**src/verilog/pmcd_pkg.sv**
```systemverilog
// shared constants and types of the power mode and clock divider block
package pmcd_pkg;

  // register byte offsets
  localparam logic [7:0] PMCD_OFF_PLL_CTL = 8'h00;
  localparam logic [7:0] PMCD_OFF_CLK_DIV = 8'h04;
  localparam logic [7:0] PMCD_OFF_REG_CTL = 8'h08;
  localparam logic [7:0] PMCD_OFF_STATUS  = 8'h0C;

  // pll control fields
  localparam int PMCD_MULT_LSB   = 0;
  localparam int PMCD_MULT_W     = 8;
  localparam int PMCD_BYPASS_BIT = 8;
  localparam int PMCD_PLLOFF_BIT = 9;
  localparam int PMCD_DEEP_BIT   = 12;

  // multiplier in half steps: 1 is 0.5x, 128 is 64x
  localparam logic [7:0] PMCD_MULT_MIN   = 8'h01;
  localparam logic [7:0] PMCD_MULT_MAX   = 8'h80;
  localparam logic [7:0] PMCD_MULT_RESET = 8'h14;

  // clock divide fields
  localparam int PMCD_SSEL_LSB = 0;
  localparam int PMCD_CSEL_LSB = 4;
  localparam logic [3:0] PMCD_SSEL_RESET = 4'h5;
  localparam logic [1:0] PMCD_CSEL_RESET = 2'h0;

  // regulator control fields
  localparam int PMCD_REGULATOR_SWITCH_FIELD_A_LSB    = 0;
  localparam int PMCD_VLEVEL_LSB  = 4;
  localparam int PMCD_VRBYP_BIT   = 8;
  localparam logic [1:0] PMCD_REGULATOR_SWITCH_FIELD_A_OFF    = 2'h0;
  localparam logic [1:0] PMCD_REGULATOR_SWITCH_FIELD_A_RESET  = 2'h3;
  localparam logic [3:0] PMCD_VLEVEL_RESET = 4'h8;
  localparam logic [11:0] PMCD_VR_BASE_MV = 12'h2BC;
  localparam logic [11:0] PMCD_VR_STEP_MV = 12'h032;

  // status fields
  localparam int PMCD_ST_BYP_BIT  = 2;
  localparam int PMCD_ST_PLL_BIT  = 3;
  localparam int PMCD_ST_WOKE_BIT = 4;

  typedef enum logic [1:0] {
    PMCD_RUN  = 2'b00,
    PMCD_DEEP = 2'b01,
    PMCD_HIB  = 2'b10
  } pmcd_state_t;

  typedef struct packed {
    logic [7:0] mult;
    logic [3:0] ssel;
    logic [1:0] csel;
  } pmcd_clk_cfg_t;

endpackage

```
**src/verilog/pmcd_clk_div.sv**
```systemverilog
// tick divider: one output tick per div source ticks
`timescale 1ns/1ns
module pmcd_clk_div #(
  parameter int W = 4
) (
  input  wire logic         pclk,
  input  wire logic         presetn,
  input  wire logic         run,
  input  wire logic         src_tick,
  input  wire logic [W-1:0] div,
  output logic              tick_q
);
  logic [W-1:0] cnt_q;

  generate
    if (W < 1) begin : g_bad_w
      $error("pmcd_clk_div: W must be at least 1");
    end
  endgenerate

  // a smaller new divisor takes effect at once, no wait for a wrap
  always_ff @(posedge pclk or negedge presetn) begin
    if (!presetn) begin
      cnt_q  <= '0;
      tick_q <= 1'b0;
    end else if (!run) begin
      cnt_q  <= '0;
      tick_q <= 1'b0;
    end else if (src_tick) begin
      if (cnt_q + W'(1) >= div) begin
        cnt_q  <= '0;
        tick_q <= 1'b1;
      end else begin
        cnt_q  <= cnt_q + W'(1);
        tick_q <= 1'b0;
      end
    end else begin
      tick_q <= 1'b0;
    end
  end

endmodule // pmcd_clk_div

```
**src/verilog/pmcd_power_clock.sv**
```systemverilog
// power mode control and core/system clock derivation with apb registers
`timescale 1ns/1ns
module pmcd_power_clock
  import pmcd_pkg::*;
#(
  parameter int PIN_COUNT = 8
) (
  input  wire logic                     pclk,
  input  wire logic                     presetn,
  input  wire logic                     psel,
  input  wire logic                     penable,
  input  wire logic                     pwrite,
  input  wire logic [7:0]               paddr,
  input  wire logic [31:0]              pwdata,
  output logic                          pready,
  output logic [31:0]                   prdata,
  output logic                          pslverr,
  input  wire logic                     input_clk_pin,
  input  wire logic                     rtc_wake,
  output logic                          core_clk_tick,
  output logic                          sys_clk_tick,
  output pmcd_pkg::pmcd_clk_cfg_t       clk_cfg,
  output logic                          pll_enable,
  output logic                          pll_bypass,
  output logic                          rtc_access_grant,
  output logic                          internal_supply_on,
  output logic                          regulator_bypass,
  output logic [11:0]                   core_voltage_mv,
  output logic                          boot_start,
  output logic [PIN_COUNT-1:0]          pin_oe_n
);
  import pmcd_pkg::*;

  generate
    if (PIN_COUNT < 1) begin : g_bad_pins
      $error("pmcd_power_clock: PIN_COUNT must be at least 1");
    end
  endgenerate

  pmcd_state_t   state_q;
  pmcd_clk_cfg_t cfg_q;
  logic          bypass_q;
  logic          pll_off_q;
  logic [1:0]    regulator_switch_field_a_q;
  logic [3:0]    vlevel_q;
  logic          vr_byp_q;
  logic          woke_q;
  logic          boot_q;
  logic          first_q;
  logic          in_q;
  logic [31:0]   prdata_q;
  logic [11:0]   mv_q;

  logic          wr;
  logic          rd_setup;
  logic          mapped;
  logic          refuse;
  logic          wr_ctl;
  logic          wr_div;
  logic          wr_reg;
  logic          wr_sts;
  logic [7:0]    new_mult;
  logic [3:0]    new_ssel;
  logic [1:0]    new_csel;
  logic [1:0]    new_regulator_switch_field_a;
  logic          run;
  logic          div_run;
  logic          src_tick;
  logic [3:0]    core_div;
  logic [3:0]    sys_div;
  logic          hib_enter;
  logic          deep_enter;

  function automatic logic [3:0] csel_div(input logic [1:0] sel);
    csel_div = 4'h1 << sel;
  endfunction

  // ---------------- apb slave, zero wait states ----------------
  assign pready   = 1'b1;
  assign mapped   = (paddr == PMCD_OFF_PLL_CTL) ||
                    (paddr == PMCD_OFF_CLK_DIV) ||
                    (paddr == PMCD_OFF_REG_CTL) ||
                    (paddr == PMCD_OFF_STATUS);
  // software cannot wake the part: writes are refused while asleep
  assign refuse   = pwrite && (state_q != PMCD_RUN);
  assign pslverr  = psel && penable && (!mapped || refuse);
  assign wr       = psel && penable && pwrite && mapped && !refuse;
  assign rd_setup = psel && !penable && !pwrite;
  assign wr_ctl   = wr && (paddr == PMCD_OFF_PLL_CTL);
  assign wr_div   = wr && (paddr == PMCD_OFF_CLK_DIV);
  assign wr_reg   = wr && (paddr == PMCD_OFF_REG_CTL);
  assign wr_sts   = wr && (paddr == PMCD_OFF_STATUS);
  assign prdata   = prdata_q;

  assign new_mult = pwdata[PMCD_MULT_LSB +: PMCD_MULT_W];
  assign new_ssel = pwdata[PMCD_SSEL_LSB +: 4];
  assign new_csel = pwdata[PMCD_CSEL_LSB +: 2];
  assign new_regulator_switch_field_a = pwdata[PMCD_REGULATOR_SWITCH_FIELD_A_LSB +: 2];

  // read data is captured in the setup phase so it leaves a flop
  always_ff @(posedge pclk or negedge presetn) begin
    if (!presetn) begin
      prdata_q <= 32'h0000_0000;
    end else if (rd_setup) begin
      prdata_q <= 32'h0000_0000;
      unique case (paddr)
        PMCD_OFF_PLL_CTL: begin
          prdata_q[PMCD_MULT_LSB +: PMCD_MULT_W] <= cfg_q.mult;
          prdata_q[PMCD_BYPASS_BIT]              <= bypass_q;
          prdata_q[PMCD_PLLOFF_BIT]              <= pll_off_q;
        end
        PMCD_OFF_CLK_DIV: begin
          prdata_q[PMCD_SSEL_LSB +: 4] <= cfg_q.ssel;
          prdata_q[PMCD_CSEL_LSB +: 2] <= cfg_q.csel;
        end
        PMCD_OFF_REG_CTL: begin
          prdata_q[PMCD_REGULATOR_SWITCH_FIELD_A_LSB +: 2]   <= regulator_switch_field_a_q;
          prdata_q[PMCD_VLEVEL_LSB +: 4] <= vlevel_q;
          prdata_q[PMCD_VRBYP_BIT]       <= vr_byp_q;
        end
        PMCD_OFF_STATUS: begin
          prdata_q[1:0]              <= state_q;
          prdata_q[PMCD_ST_BYP_BIT]  <= bypass_q;
          prdata_q[PMCD_ST_PLL_BIT]  <= pll_enable;
          prdata_q[PMCD_ST_WOKE_BIT] <= woke_q;
        end
        default: prdata_q <= 32'h0000_0000;
      endcase
    end
  end

  // ---------------- power state ----------------
  // a bypassed regulator is already off, so a zero field then does nothing
  assign hib_enter  = wr_reg && (new_regulator_switch_field_a == PMCD_REGULATOR_SWITCH_FIELD_A_OFF) &&
                      !pwdata[PMCD_VRBYP_BIT] && !vr_byp_q;
  assign deep_enter = wr_ctl && pwdata[PMCD_DEEP_BIT];

  always_ff @(posedge pclk or negedge presetn) begin
    if (!presetn) begin
      state_q <= PMCD_RUN;
    end else begin
      unique case (state_q)
        PMCD_RUN: begin
          if (hib_enter) begin
            state_q <= PMCD_HIB;
          end else if (deep_enter) begin
            state_q <= PMCD_DEEP;
          end
        end
        PMCD_DEEP: begin
          if (rtc_wake) begin
            state_q <= PMCD_RUN;
          end
        end
        PMCD_HIB: begin
          if (rtc_wake) begin
            state_q <= PMCD_RUN;
          end
        end
        default: state_q <= PMCD_RUN;
      endcase
    end
  end

  // full-on after reset; rtc wake from deep sleep forces bypass
  always_ff @(posedge pclk or negedge presetn) begin
    if (!presetn) begin
      bypass_q  <= 1'b0;
      pll_off_q <= 1'b0;
    end else if (state_q == PMCD_DEEP && rtc_wake) begin
      bypass_q  <= 1'b1;
      pll_off_q <= 1'b0;
    end else if (state_q == PMCD_HIB && rtc_wake) begin
      bypass_q  <= 1'b0;
      pll_off_q <= 1'b0;
    end else if (wr_ctl) begin
      // pll may only be off while bypassed; leaving bypass needs it on
      if (pwdata[PMCD_BYPASS_BIT]) begin
        bypass_q  <= 1'b1;
        pll_off_q <= pwdata[PMCD_PLLOFF_BIT];
      end else if (!pwdata[PMCD_PLLOFF_BIT]) begin
        bypass_q  <= 1'b0;
        pll_off_q <= 1'b0;
      end
    end
  end

  // reserved codes leave the previous value in force
  always_ff @(posedge pclk or negedge presetn) begin
    if (!presetn) begin
      cfg_q.mult <= PMCD_MULT_RESET;
      cfg_q.ssel <= PMCD_SSEL_RESET;
      cfg_q.csel <= PMCD_CSEL_RESET;
    end else begin
      if (wr_ctl && new_mult >= PMCD_MULT_MIN &&
          new_mult <= PMCD_MULT_MAX) begin
        cfg_q.mult <= new_mult;
      end
      if (wr_div && new_ssel != 4'h0) begin
        cfg_q.ssel <= new_ssel;
      end
      if (wr_div) begin
        cfg_q.csel <= new_csel;
      end
    end
  end

  // regulator: a hibernate wake restores the field so the supply comes back
  always_ff @(posedge pclk or negedge presetn) begin
    if (!presetn) begin
      regulator_switch_field_a_q   <= PMCD_REGULATOR_SWITCH_FIELD_A_RESET;
      vlevel_q <= PMCD_VLEVEL_RESET;
      vr_byp_q <= 1'b0;
    end else if (state_q == PMCD_HIB && rtc_wake) begin
      regulator_switch_field_a_q <= PMCD_REGULATOR_SWITCH_FIELD_A_RESET;
    end else if (wr_reg) begin
      regulator_switch_field_a_q   <= new_regulator_switch_field_a;
      vlevel_q <= pwdata[PMCD_VLEVEL_LSB +: 4];
      vr_byp_q <= pwdata[PMCD_VRBYP_BIT];
    end
  end

  // sticky rtc wake cause; a new wake beats a clear in the same cycle
  always_ff @(posedge pclk or negedge presetn) begin
    if (!presetn) begin
      woke_q <= 1'b0;
    end else if (state_q != PMCD_RUN && rtc_wake) begin
      woke_q <= 1'b1;
    end else if (wr_sts && pwdata[PMCD_ST_WOKE_BIT]) begin
      woke_q <= 1'b0;
    end
  end

  // boot pulse after reset release and after a hibernate wake
  always_ff @(posedge pclk or negedge presetn) begin
    if (!presetn) begin
      boot_q  <= 1'b1;
      first_q <= 1'b1;
    end else begin
      boot_q  <= (state_q == PMCD_HIB) && rtc_wake;
      first_q <= 1'b0;
    end
  end

  always_ff @(posedge pclk or negedge presetn) begin
    if (!presetn) begin
      mv_q <= 12'h000;
    end else if (state_q == PMCD_HIB || vr_byp_q) begin
      mv_q <= 12'h000;
    end else begin
      mv_q <= PMCD_VR_BASE_MV + 12'(vlevel_q) * PMCD_VR_STEP_MV;
    end
  end

  // ---------------- clock derivation ----------------
  // pclk stands for the vco; input clock edges drive the bypass path
  always_ff @(posedge pclk or negedge presetn) begin
    if (!presetn) begin
      in_q <= 1'b0;
    end else begin
      in_q <= input_clk_pin;
    end
  end

  assign run      = (state_q == PMCD_RUN);
  // stop ticks at the entry edge so no late tick lands in a sleep state
  assign div_run  = run && !hib_enter && !deep_enter;
  assign src_tick = bypass_q ? (input_clk_pin && !in_q) : 1'b1;
  // bypass feeds the input clock straight through to both clocks
  assign core_div = bypass_q ? 4'h1 : csel_div(cfg_q.csel);
  assign sys_div  = bypass_q ? 4'h1 : cfg_q.ssel;

  pmcd_clk_div #(.W(4)) u_core_div (
    .pclk     (pclk),
    .presetn  (presetn),
    .run      (div_run),
    .src_tick (src_tick),
    .div      (core_div),
    .tick_q   (core_clk_tick)
  );

  // every peripheral runs from this one tick
  pmcd_clk_div #(.W(4)) u_sys_div (
    .pclk     (pclk),
    .presetn  (presetn),
    .run      (div_run),
    .src_tick (src_tick),
    .div      (sys_div),
    .tick_q   (sys_clk_tick)
  );

  assign clk_cfg            = cfg_q;
  assign pll_enable         = run && !pll_off_q;
  assign pll_bypass         = bypass_q;
  assign rtc_access_grant   = run;
  assign internal_supply_on = (state_q != PMCD_HIB) && !vr_byp_q;
  assign regulator_bypass   = vr_byp_q;
  assign core_voltage_mv    = mv_q;
  assign boot_start         = boot_q;
  assign pin_oe_n = (state_q == PMCD_HIB) ? '1 : '0;

  // ---------------- assertions ----------------
  property p_deep_no_ticks;
    @(posedge pclk) disable iff (!presetn)
      (state_q == PMCD_DEEP) ##1 (state_q == PMCD_DEEP)
      |-> !core_clk_tick && !sys_clk_tick;
  endproperty
  a_deep_no_ticks: assert property (p_deep_no_ticks)
    else $error("clock tick during deep sleep");

  property p_deep_no_access;
    @(posedge pclk) disable iff (!presetn)
      (state_q != PMCD_RUN) |-> !rtc_access_grant && !pll_enable;
  endproperty
  a_deep_no_access: assert property (p_deep_no_access)
    else $error("rtc access granted while asleep");

  property p_deep_holds;
    @(posedge pclk) disable iff (!presetn)
      (state_q == PMCD_DEEP) && !rtc_wake |=> (state_q == PMCD_DEEP);
  endproperty
  a_deep_holds: assert property (p_deep_holds)
    else $error("deep sleep left without rtc wake");

  property p_rtc_to_active;
    @(posedge pclk) disable iff (!presetn)
      (state_q == PMCD_DEEP) && rtc_wake
      |=> (state_q == PMCD_RUN) && pll_bypass && !boot_start;
  endproperty
  a_rtc_to_active: assert property (p_rtc_to_active)
    else $error("rtc wake did not enter active mode");

  property p_reset_full_on;
    @(posedge pclk) disable iff (!presetn)
      first_q |-> (state_q == PMCD_RUN) && !pll_bypass && pll_enable
                  && boot_start && (clk_cfg.mult == PMCD_MULT_RESET);
  endproperty
  a_reset_full_on: assert property (p_reset_full_on)
    else $error("reset did not give full-on");

  property p_hib_entry;
    @(posedge pclk) disable iff (!presetn)
      hib_enter && (state_q == PMCD_RUN)
      |=> (state_q == PMCD_HIB) && !internal_supply_on ##1 (mv_q == 12'h000);
  endproperty
  a_hib_entry: assert property (p_hib_entry)
    else $error("regulator zero did not enter hibernate");

  property p_hib_pins;
    @(posedge pclk) disable iff (!presetn)
      (state_q == PMCD_HIB) |-> (&pin_oe_n) && !core_clk_tick;
  endproperty
  a_hib_pins: assert property (p_hib_pins)
    else $error("pins driven in hibernate");

  property p_hib_wake_boot;
    @(posedge pclk) disable iff (!presetn)
      (state_q == PMCD_HIB) && rtc_wake
      |=> (state_q == PMCD_RUN) && boot_start ##1 !boot_start;
  endproperty
  a_hib_wake_boot: assert property (p_hib_wake_boot)
    else $error("hibernate wake did not boot");

  property p_ssel_zero_kept;
    @(posedge pclk) disable iff (!presetn)
      wr_div && (new_ssel == 4'h0) |=> $stable(clk_cfg.ssel);
  endproperty
  a_ssel_zero_kept: assert property (p_ssel_zero_kept)
    else $error("reserved system select taken");

  property p_mult_range;
    @(posedge pclk) disable iff (!presetn)
      (clk_cfg.mult >= PMCD_MULT_MIN) && (clk_cfg.mult <= PMCD_MULT_MAX);
  endproperty
  a_mult_range: assert property (p_mult_range)
    else $error("pll factor out of range");

  property p_bypass_rate;
    @(posedge pclk) disable iff (!presetn)
      run && pll_bypass && $past(pll_bypass) && $past(run)
      && !(input_clk_pin && !in_q) |=> !sys_clk_tick && !core_clk_tick;
  endproperty
  a_bypass_rate: assert property (p_bypass_rate)
    else $error("bypass clock ticks without input edge");

endmodule // pmcd_power_clock
```
**config.mk**
```make
export PLATFORM = sky130hd
export DESIGN_NAME = pmcd_power_clock
export DESIGN_NICKNAME = d
export VERILOG_FILES = /design/src/verilog/pmcd_pkg.sv /design/src/verilog/pmcd_clk_div.sv /design/src/verilog/pmcd_power_clock.sv
export SDC_FILE = /design/constraint.sdc
export NUM_CORES = 1
export LEC_CHECK = 0
export BUFFER_PORTS_ARGS = -buffer_cell sky130_fd_sc_hd__buf_4
export CORE_ASPECT_RATIO = 0.75
export CORE_MARGIN = 1.5
export CORE_UTILIZATION = 55
export CTS_CLUSTER_DIAMETER = 100
export DETAILED_ROUTE_END_ITERATION = 8
export MAX_ROUTING_LAYER = met4
export PLACE_DENSITY_LB_ADDON = 0.2
export SLEW_MARGIN = 20
export SYNTH_ARGS = -nofsm -noshare
export SYNTH_HDL_FRONTEND = slang
export SYNTH_HIERARCHICAL = 1
export SYNTH_SLANG_ARGS = --single-unit
```
**constraint.sdc**
```tcl
create_clock -name pclk -period 6 [get_ports pclk]
set_clock_uncertainty 0.05 [all_clocks]
set_input_delay 0.9 -clock pclk [delete_from_list [all_inputs] [get_ports pclk]]
set_output_delay 0.9 -clock pclk [all_outputs]
set_load 0.01 [all_outputs]
```
### Word level (Yosys, flattened, before mapping)

Index checks and enable logic that the tools add are counted.

* logic and storage cells: 133
* output and inout port bits: 76
* register bits after elaboration: 60
* bits of input ports: 47

* reduce and logical (&&, ||, !) cells: 55
* multipliers: 1
* bitwise operators: 1
* $add $sub $neg: 3
* muxes and demuxes: 40
* shifts and indexed selects: 1
* magnitude comparators: 4
* equality and inequality tests: 10

Operators by type and width (number)
* 4-bit 2-to-1 mux: 8
* 1-bit logical AND: 28
* 1-bit 2-to-1 mux: 19
* 8-bit by 4-bit == test with 1-bit output, second input constant: 2
* 10-bit by 10-bit adder with 11-bit output, first input constant: 1
* 11-bit 2-to-1 mux: 1
* 1-bit logical NOT: 10
* 2-bit 2-to-1 mux: 5
* 4-bit by 5-bit multiplier with 9-bit output, second input constant: 1
* 4-bit by 1-bit adder with 4-bit output, second input constant: 2
* 8-bit by 3-bit == test with 1-bit output, second input constant: 1
* 4-bit greater-or-equal comparator: 2
* 8-bit by 1-bit greater-or-equal comparator with 1-bit output, second input constant: 1
* 8-bit <= comparator, second input constant: 1
* 8-bit logical NOT: 1
* 8-bit 2-to-1 mux: 1
* 2-bit case mux with 4 select lines: 1
* 2-bit case mux with 3 select lines: 1
* 3-bit case mux with 2 select lines: 1
* 2-bit AND reduction: 3
* 2-bit nonzero test: 3
* 1-bit logical OR: 5
* 2-bit logical NOT: 2
* 2-bit inequality test, second input constant: 2
* other kinds (13): 13

### Depth between registers and ports, before layout

* depth after elaboration: 14
* depth in mapped cells: 10
* depth with buffers taken out: 10

### By module

The synthesis kept the hierarchy.

By module, submodules not included
* pmcd_power_clock: instances 1, sequential area each 1211.2 um^2, area each 2827.7 um^2, cells each 273
* pmcd_clk_div: instances 2, sequential area each 125.1 um^2, area each 387.9 um^2, cells each 41

### Least setup slack after synthesis

Ideal clock, no wire load.

* path type: input to register
* start: in paddr[3]
* end: reg u_core_div.cnt_q[3]
* required time: 5.862 ns
* path buffers: 2
* arrival time: 2.546 ns
* setup time: 0.088 ns
* stages: 8
* slack: 3.316 ns
* cells stage by stage: clkbuf_1 -> and4b_1 -> buf_2 -> a21oi_1 -> inv_1 -> nor4_1 -> o221ai_1 -> o21ai_0

* cells in the longest elaborated chain, start to end: 14
* elaborated cells on any way between the ends: 21
* those cells by class: eq/ne (4); mux (1); reduce/logical (16)

RTL lines
* start: declaration: RTL line pmcd_power_clock.sv:13 `input wire logic [7:0] paddr,`
* 8-bit by 3-bit == test with 1-bit output or 8-bit logical NOT (tied branches): RTL line pmcd_power_clock.sv:81, pmcd_power_clock.sv:80, pmcd_power_clock.sv:89
* 1-bit logical OR: RTL line pmcd_power_clock.sv:80 `assign mapped = (paddr == PMCD_OFF_PLL_CTL) ||`
* 1-bit logical OR: RTL line pmcd_power_clock.sv:81 `(paddr == PMCD_OFF_CLK_DIV) ||`
* 1-bit logical OR: RTL line pmcd_power_clock.sv:82 `(paddr == PMCD_OFF_REG_CTL) ||`
* 1-bit logical AND (2 in a row): RTL line pmcd_power_clock.sv:87 `assign wr = psel && penable && pwrite && mapped && !refuse;`
* 1-bit logical AND: RTL line pmcd_power_clock.sv:91 `assign wr_reg = wr && (paddr == PMCD_OFF_REG_CTL);`
* 1-bit logical AND (2 in a row): RTL line pmcd_power_clock.sv:134 `assign hib_enter = wr_reg && (new_regulator_switch_field_a == PMCD_REGULATOR_SWITCH_FIELD_A_OFF) &&`
* 1-bit logical AND: RTL line pmcd_power_clock.sv:135 `!pwdata[PMCD_VRBYP_BIT] && !vr_byp_q;`
* 1-bit logical NOT: RTL line pmcd_power_clock.sv:267 `assign div_run = run && !hib_enter && !deep_enter;`
* 1-bit logical AND: RTL line pmcd_power_clock.sv:267
* 1-bit logical AND (*): RTL line pmcd_power_clock.sv:267
* via div_run: RTL line pmcd_power_clock.sv:67 `logic div_run;`
* 2-bit inequality test (no source line) or 4-bit 2-to-1 mux (tied branches)
* end signal: assignment: RTL line pmcd_clk_div.sv:34 `cnt_q <= cnt_q + W'(1);`
* end: declaration: RTL line pmcd_clk_div.sv:13 `logic [W-1:0] cnt_q;`

The timed path passes the listed nets; every way through them passes the cells marked *.
A chain may end at the register's enable or synchronous reset.

### Worst setup path in the final report

* start: reg state_q[0]
* end: reg u_sys_div.cnt_q[3]

* cells in the longest elaborated chain, start to end: 12
* elaborated cells on any way between the ends: 17
* those cells by class: eq/ne (1); mux (1); reduce/logical (15)

RTL lines
* start: declaration: RTL line pmcd_power_clock.sv:40 `pmcd_state_t state_q;`
* start signal: assignment: RTL line pmcd_power_clock.sv:140 `state_q <= PMCD_RUN;`
* start signal: assignment: RTL line pmcd_power_clock.sv:145 `state_q <= PMCD_HIB;`
* start signal: assignment: RTL line pmcd_power_clock.sv:147 `state_q <= PMCD_DEEP;`
* 2-bit nonzero test: RTL line pmcd_power_clock.sv:85 `assign refuse = pwrite && (state_q != PMCD_RUN);`
* 1-bit logical AND: RTL line pmcd_power_clock.sv:85
* 1-bit logical NOT: RTL line pmcd_power_clock.sv:87
* 1-bit logical AND: RTL line pmcd_power_clock.sv:87
* 1-bit logical AND: RTL line pmcd_power_clock.sv:91
* 1-bit logical AND (2 in a row): RTL line pmcd_power_clock.sv:134
* 1-bit logical AND: RTL line pmcd_power_clock.sv:135
* 1-bit logical NOT: RTL line pmcd_power_clock.sv:267
* 1-bit logical AND: RTL line pmcd_power_clock.sv:267
* 1-bit logical AND (*): RTL line pmcd_power_clock.sv:267
* via div_run: RTL line pmcd_power_clock.sv:67
* 2-bit inequality test (no source line) or 4-bit 2-to-1 mux (tied branches)
* end signal: assignment: RTL line pmcd_clk_div.sv:34
* end: declaration: RTL line pmcd_clk_div.sv:13

Marked as above.

==> summary.md <==
| Metric | Value |
|---|---|
| Remaining antenna violation count after routing | `0` |
| CTS tree | `built` |
| Dpl hpwl | `6430 um` |
| Setup TNS | `0 ns` |
| Post-synth EDFFs | `0` |
| Post-synth top area share | `0.347` |
| Final period util | `0.514` |
| Main combinational cell family by area after synthesis | `compound AO/OA/AOI/OAI gates` |
| CTS H-tree depth | `3` |
| Post-CTS sizing | `0` |
| Drt drc | `0` |
| Final Max Slew Viols | `0` |
| Status | `complete, no violations` |
| WS Path Type | `reg2reg` |
| Setup-failing EPs final | `0` |
| Synth Area per Inst | `10.2 um2` |
| Tightest Pin Transition | `0.821 ns` |
| Main flop type after synthesis | `dfrtp_1` |
| CTS sink cnt | `58` |
| Post-CTS Hold Buffers | `0` |
| Final WL | `8400 um` |
| Largest fanout on the critical path | `13` |
| HP Class | `reg2reg` |
| Synth cell count leaders | `dfrtp_1, buf_4, inv_1` |
| Number of buffers on the longest clock path | `2` |
| Pre-Repair DR Iteration Count | `5` |
| Compound-cell area share of the yosys netlist | `0.157` |
| Simple-Gate Fraction of Synth Area | `0.154` |
| Io pins | `123` |
| Synth Register Bits | `58` |
| # diodes | `0` |
| Maximum number of pins on one net before global-route repair | `59` |
| Reg clk slew, reported paths | `0.06 ns` |
| Area grow syn2layout | `18.6%` |
| Num rows | `25` |
| First-pass GRT wire length | `13500 um` |
| Total power draw | `0.952 mW` |
| Die Width | `96.5 um` |
| Starting density of the core | `0.570` |
| Leak | `2.11 nW` |
| Final core occ | `0.676` |
| Synth Warn # | `6` |
| Die height | `73.1 um` |
| CTS Buf Count | `9` |
| Max cap viols | `0` |
| Arr. time, crit path | `3.30 ns` |
| Mapped Cells | `355` |
| Placeable Area | `6320 um2` |
| Post-CTS Setup Repair Bufs | `0` |
| Endpoint class of the critical path | `register` |
| WL/cell | `16.4 um` |
| Sequential area share after synthesis | `0.406` |
| Worst hold slack | `0.431 ns` |
| Vias | `2928` |
| Yosys cell types | `60` |
| CP startpoint kind | `register` |
| Via count of the first global-routing pass | `2738` |
| Most common cell in the netlist | `dfrtp_1` |
| Gpl congestion | `0.858` |
| F_max | `0.324 GHz` |
| DR vias/cell | `5.71` |
| Final hold violations | `0` |
| Initial DRC count | `186` |
| Power Density | `223 nW/um2` |
| Skew-Pair Late Insertion Delay | `0.34 ns` |
| All-Layer GR Usage | `0.268` |
| Asr flop ratio synth | `1.00` |
| DP Worst Slack | `2.80 ns` |
| Layout Nets | `498` |
| Layout cell share with drive strength beyond 1 | `0.292` |
| Final worst path period need | `3.09 ns` |
| Die Area | `7050 um2` |
| Xor and xnor area share after synthesis | `0.0219` |
| Peak supply drop | `0.145 mV` |
| Congestion Overflow GR | `0` |
| Setup WS post-layout | `2.91 ns` |
| Post-synthesis mux area share | `0.0691` |
| Root Buffer | `clkbuf_8` |
| Buffers on Ports | `76` |
| RSZ-0062 raised after global routing | `no` |
| Mapped cell area | `3600 um2` |
| Post-synthesis adder-cell area fraction | `0.0854` |
| Slew HR | `0.453` |
| Initial antenna violation count | `0` |
| Required time of the critical path | `6.21 ns` |
| Synth area leaders | `dfrtp_1, ha_1, buf_4, dfstp_2, o21ai_0` |
| Yosys top cell by area | `dfrtp_1` |
==> routing by layer <==
| metal | share of wire | up-vias | global-route usage |
|---|---|---|---|
| met5 | 0 | - | - |
| met4 | 0.0075 | 0 | 0.0789 |
| met3 | 0.096 | 9 | 0.0813 |
| met2 | 0.44 | 176 | 0.377 |
| met1 | 0.46 | 1393 | 0.374 |
| li1 | - | 1350 | - |
==> critical path: stages, from the launching register on <==
cell and delay [ns]:
dfrtp_1 0.43, inv_1 0.08, ha_1 0.32, and4_1 0.30, and4b_1 0.41, a21oi_1 0.74, inv_1 0.14, nor4_1 0.30
o221ai_1 0.14, o21ai_0 0.09
==> worst paths after layout <==
kind                            startpoint            endpoint  slack (ns)  depth (start not counted)
worst max-delay path            state_q[0]  u_sys_div/cnt_q[3]        2.91                          9
worst min-delay path             prdata[9]           prdata[9]        0.43                          2
worst max register to register  state_q[0]  u_sys_div/cnt_q[3]        2.91                          9
worst min register to register   prdata[9]           prdata[9]        0.43                          2
max in group asynchronous          presetn           pll_off_q        4.87                          1
min in group asynchronous          presetn  u_sys_div/cnt_q[3]        0.56                          1
==> layout make-up <==
type | instances | area, um2
flip-flops and latches | 58 | 1460
clock inverters | 5 | 30.0
multi-input cells | 252 | 1850
inverters | 29 | 109
repair buffers | 77 | 578
well taps | 81 | 101
fillers | 502 | 2050
clock buffers | 11 | 141
==> power by group <==
part | switching (mW) | internal (mW)
registers | 0.0200 | 0.414
clock network | 0.154 | 0.159
logic | 0.108 | 0.0983
==> cells in the final DEF, fill, tap and decap left out, drive strengths merged, types with 4 or more instances in the layout <==
cell / n
a21oi: 13
a22oi: 8
a31oi: 4
and3: 5
buf: 77
clkbuf: 11
conb: 25
dfrtp: 50
dfstp: 8
ha: 23
inv: 29
mux2: 9
mux2i: 8
nand2: 24
nand2b: 5
nand3: 4
nand4: 6
nor2: 16
nor2b: 7
nor4: 4
o2111ai: 4
o21ai: 26
o2bb2ai: 7
or4: 4
xnor2: 5
xor2: 4
==> sequential cells by signal, summed over array words and instances (netlist names), 2 cells and up <==
| signal | cells |
|---|---|
| regulator_switch_field_a_q | 2 |
| core_voltage_mv | 10 |
| clk_cfg | 14 |
| u_sys_div/cnt_q | 4 |
| u_core_div/cnt_q | 4 |
| prdata | 10 |
| state_q | 2 |
| vlevel_q | 4 |
==> cells by family after synthesis <==
kind of cell,count (synthesis)
DFF,58
adders and majority gates,24
and+or+nand+nor,92
buffers and inverters,68
AOI/OAI and AO/OA,82
muxes,20
other,2
xor gates and xnor gates,9
==> stage by stage <==
| step | cells | cell area, um2 |
|---|---|---|
| floorplan | 378 | 3690 |
| global placement | 497 | 4100 |
| detailed placement | 497 | 4100 |
| CTS | 513 | 4270 |
| global route | 513 | 4270 |
| finish | 513 | 4270 |
Power figures use the tool's default switching activity.
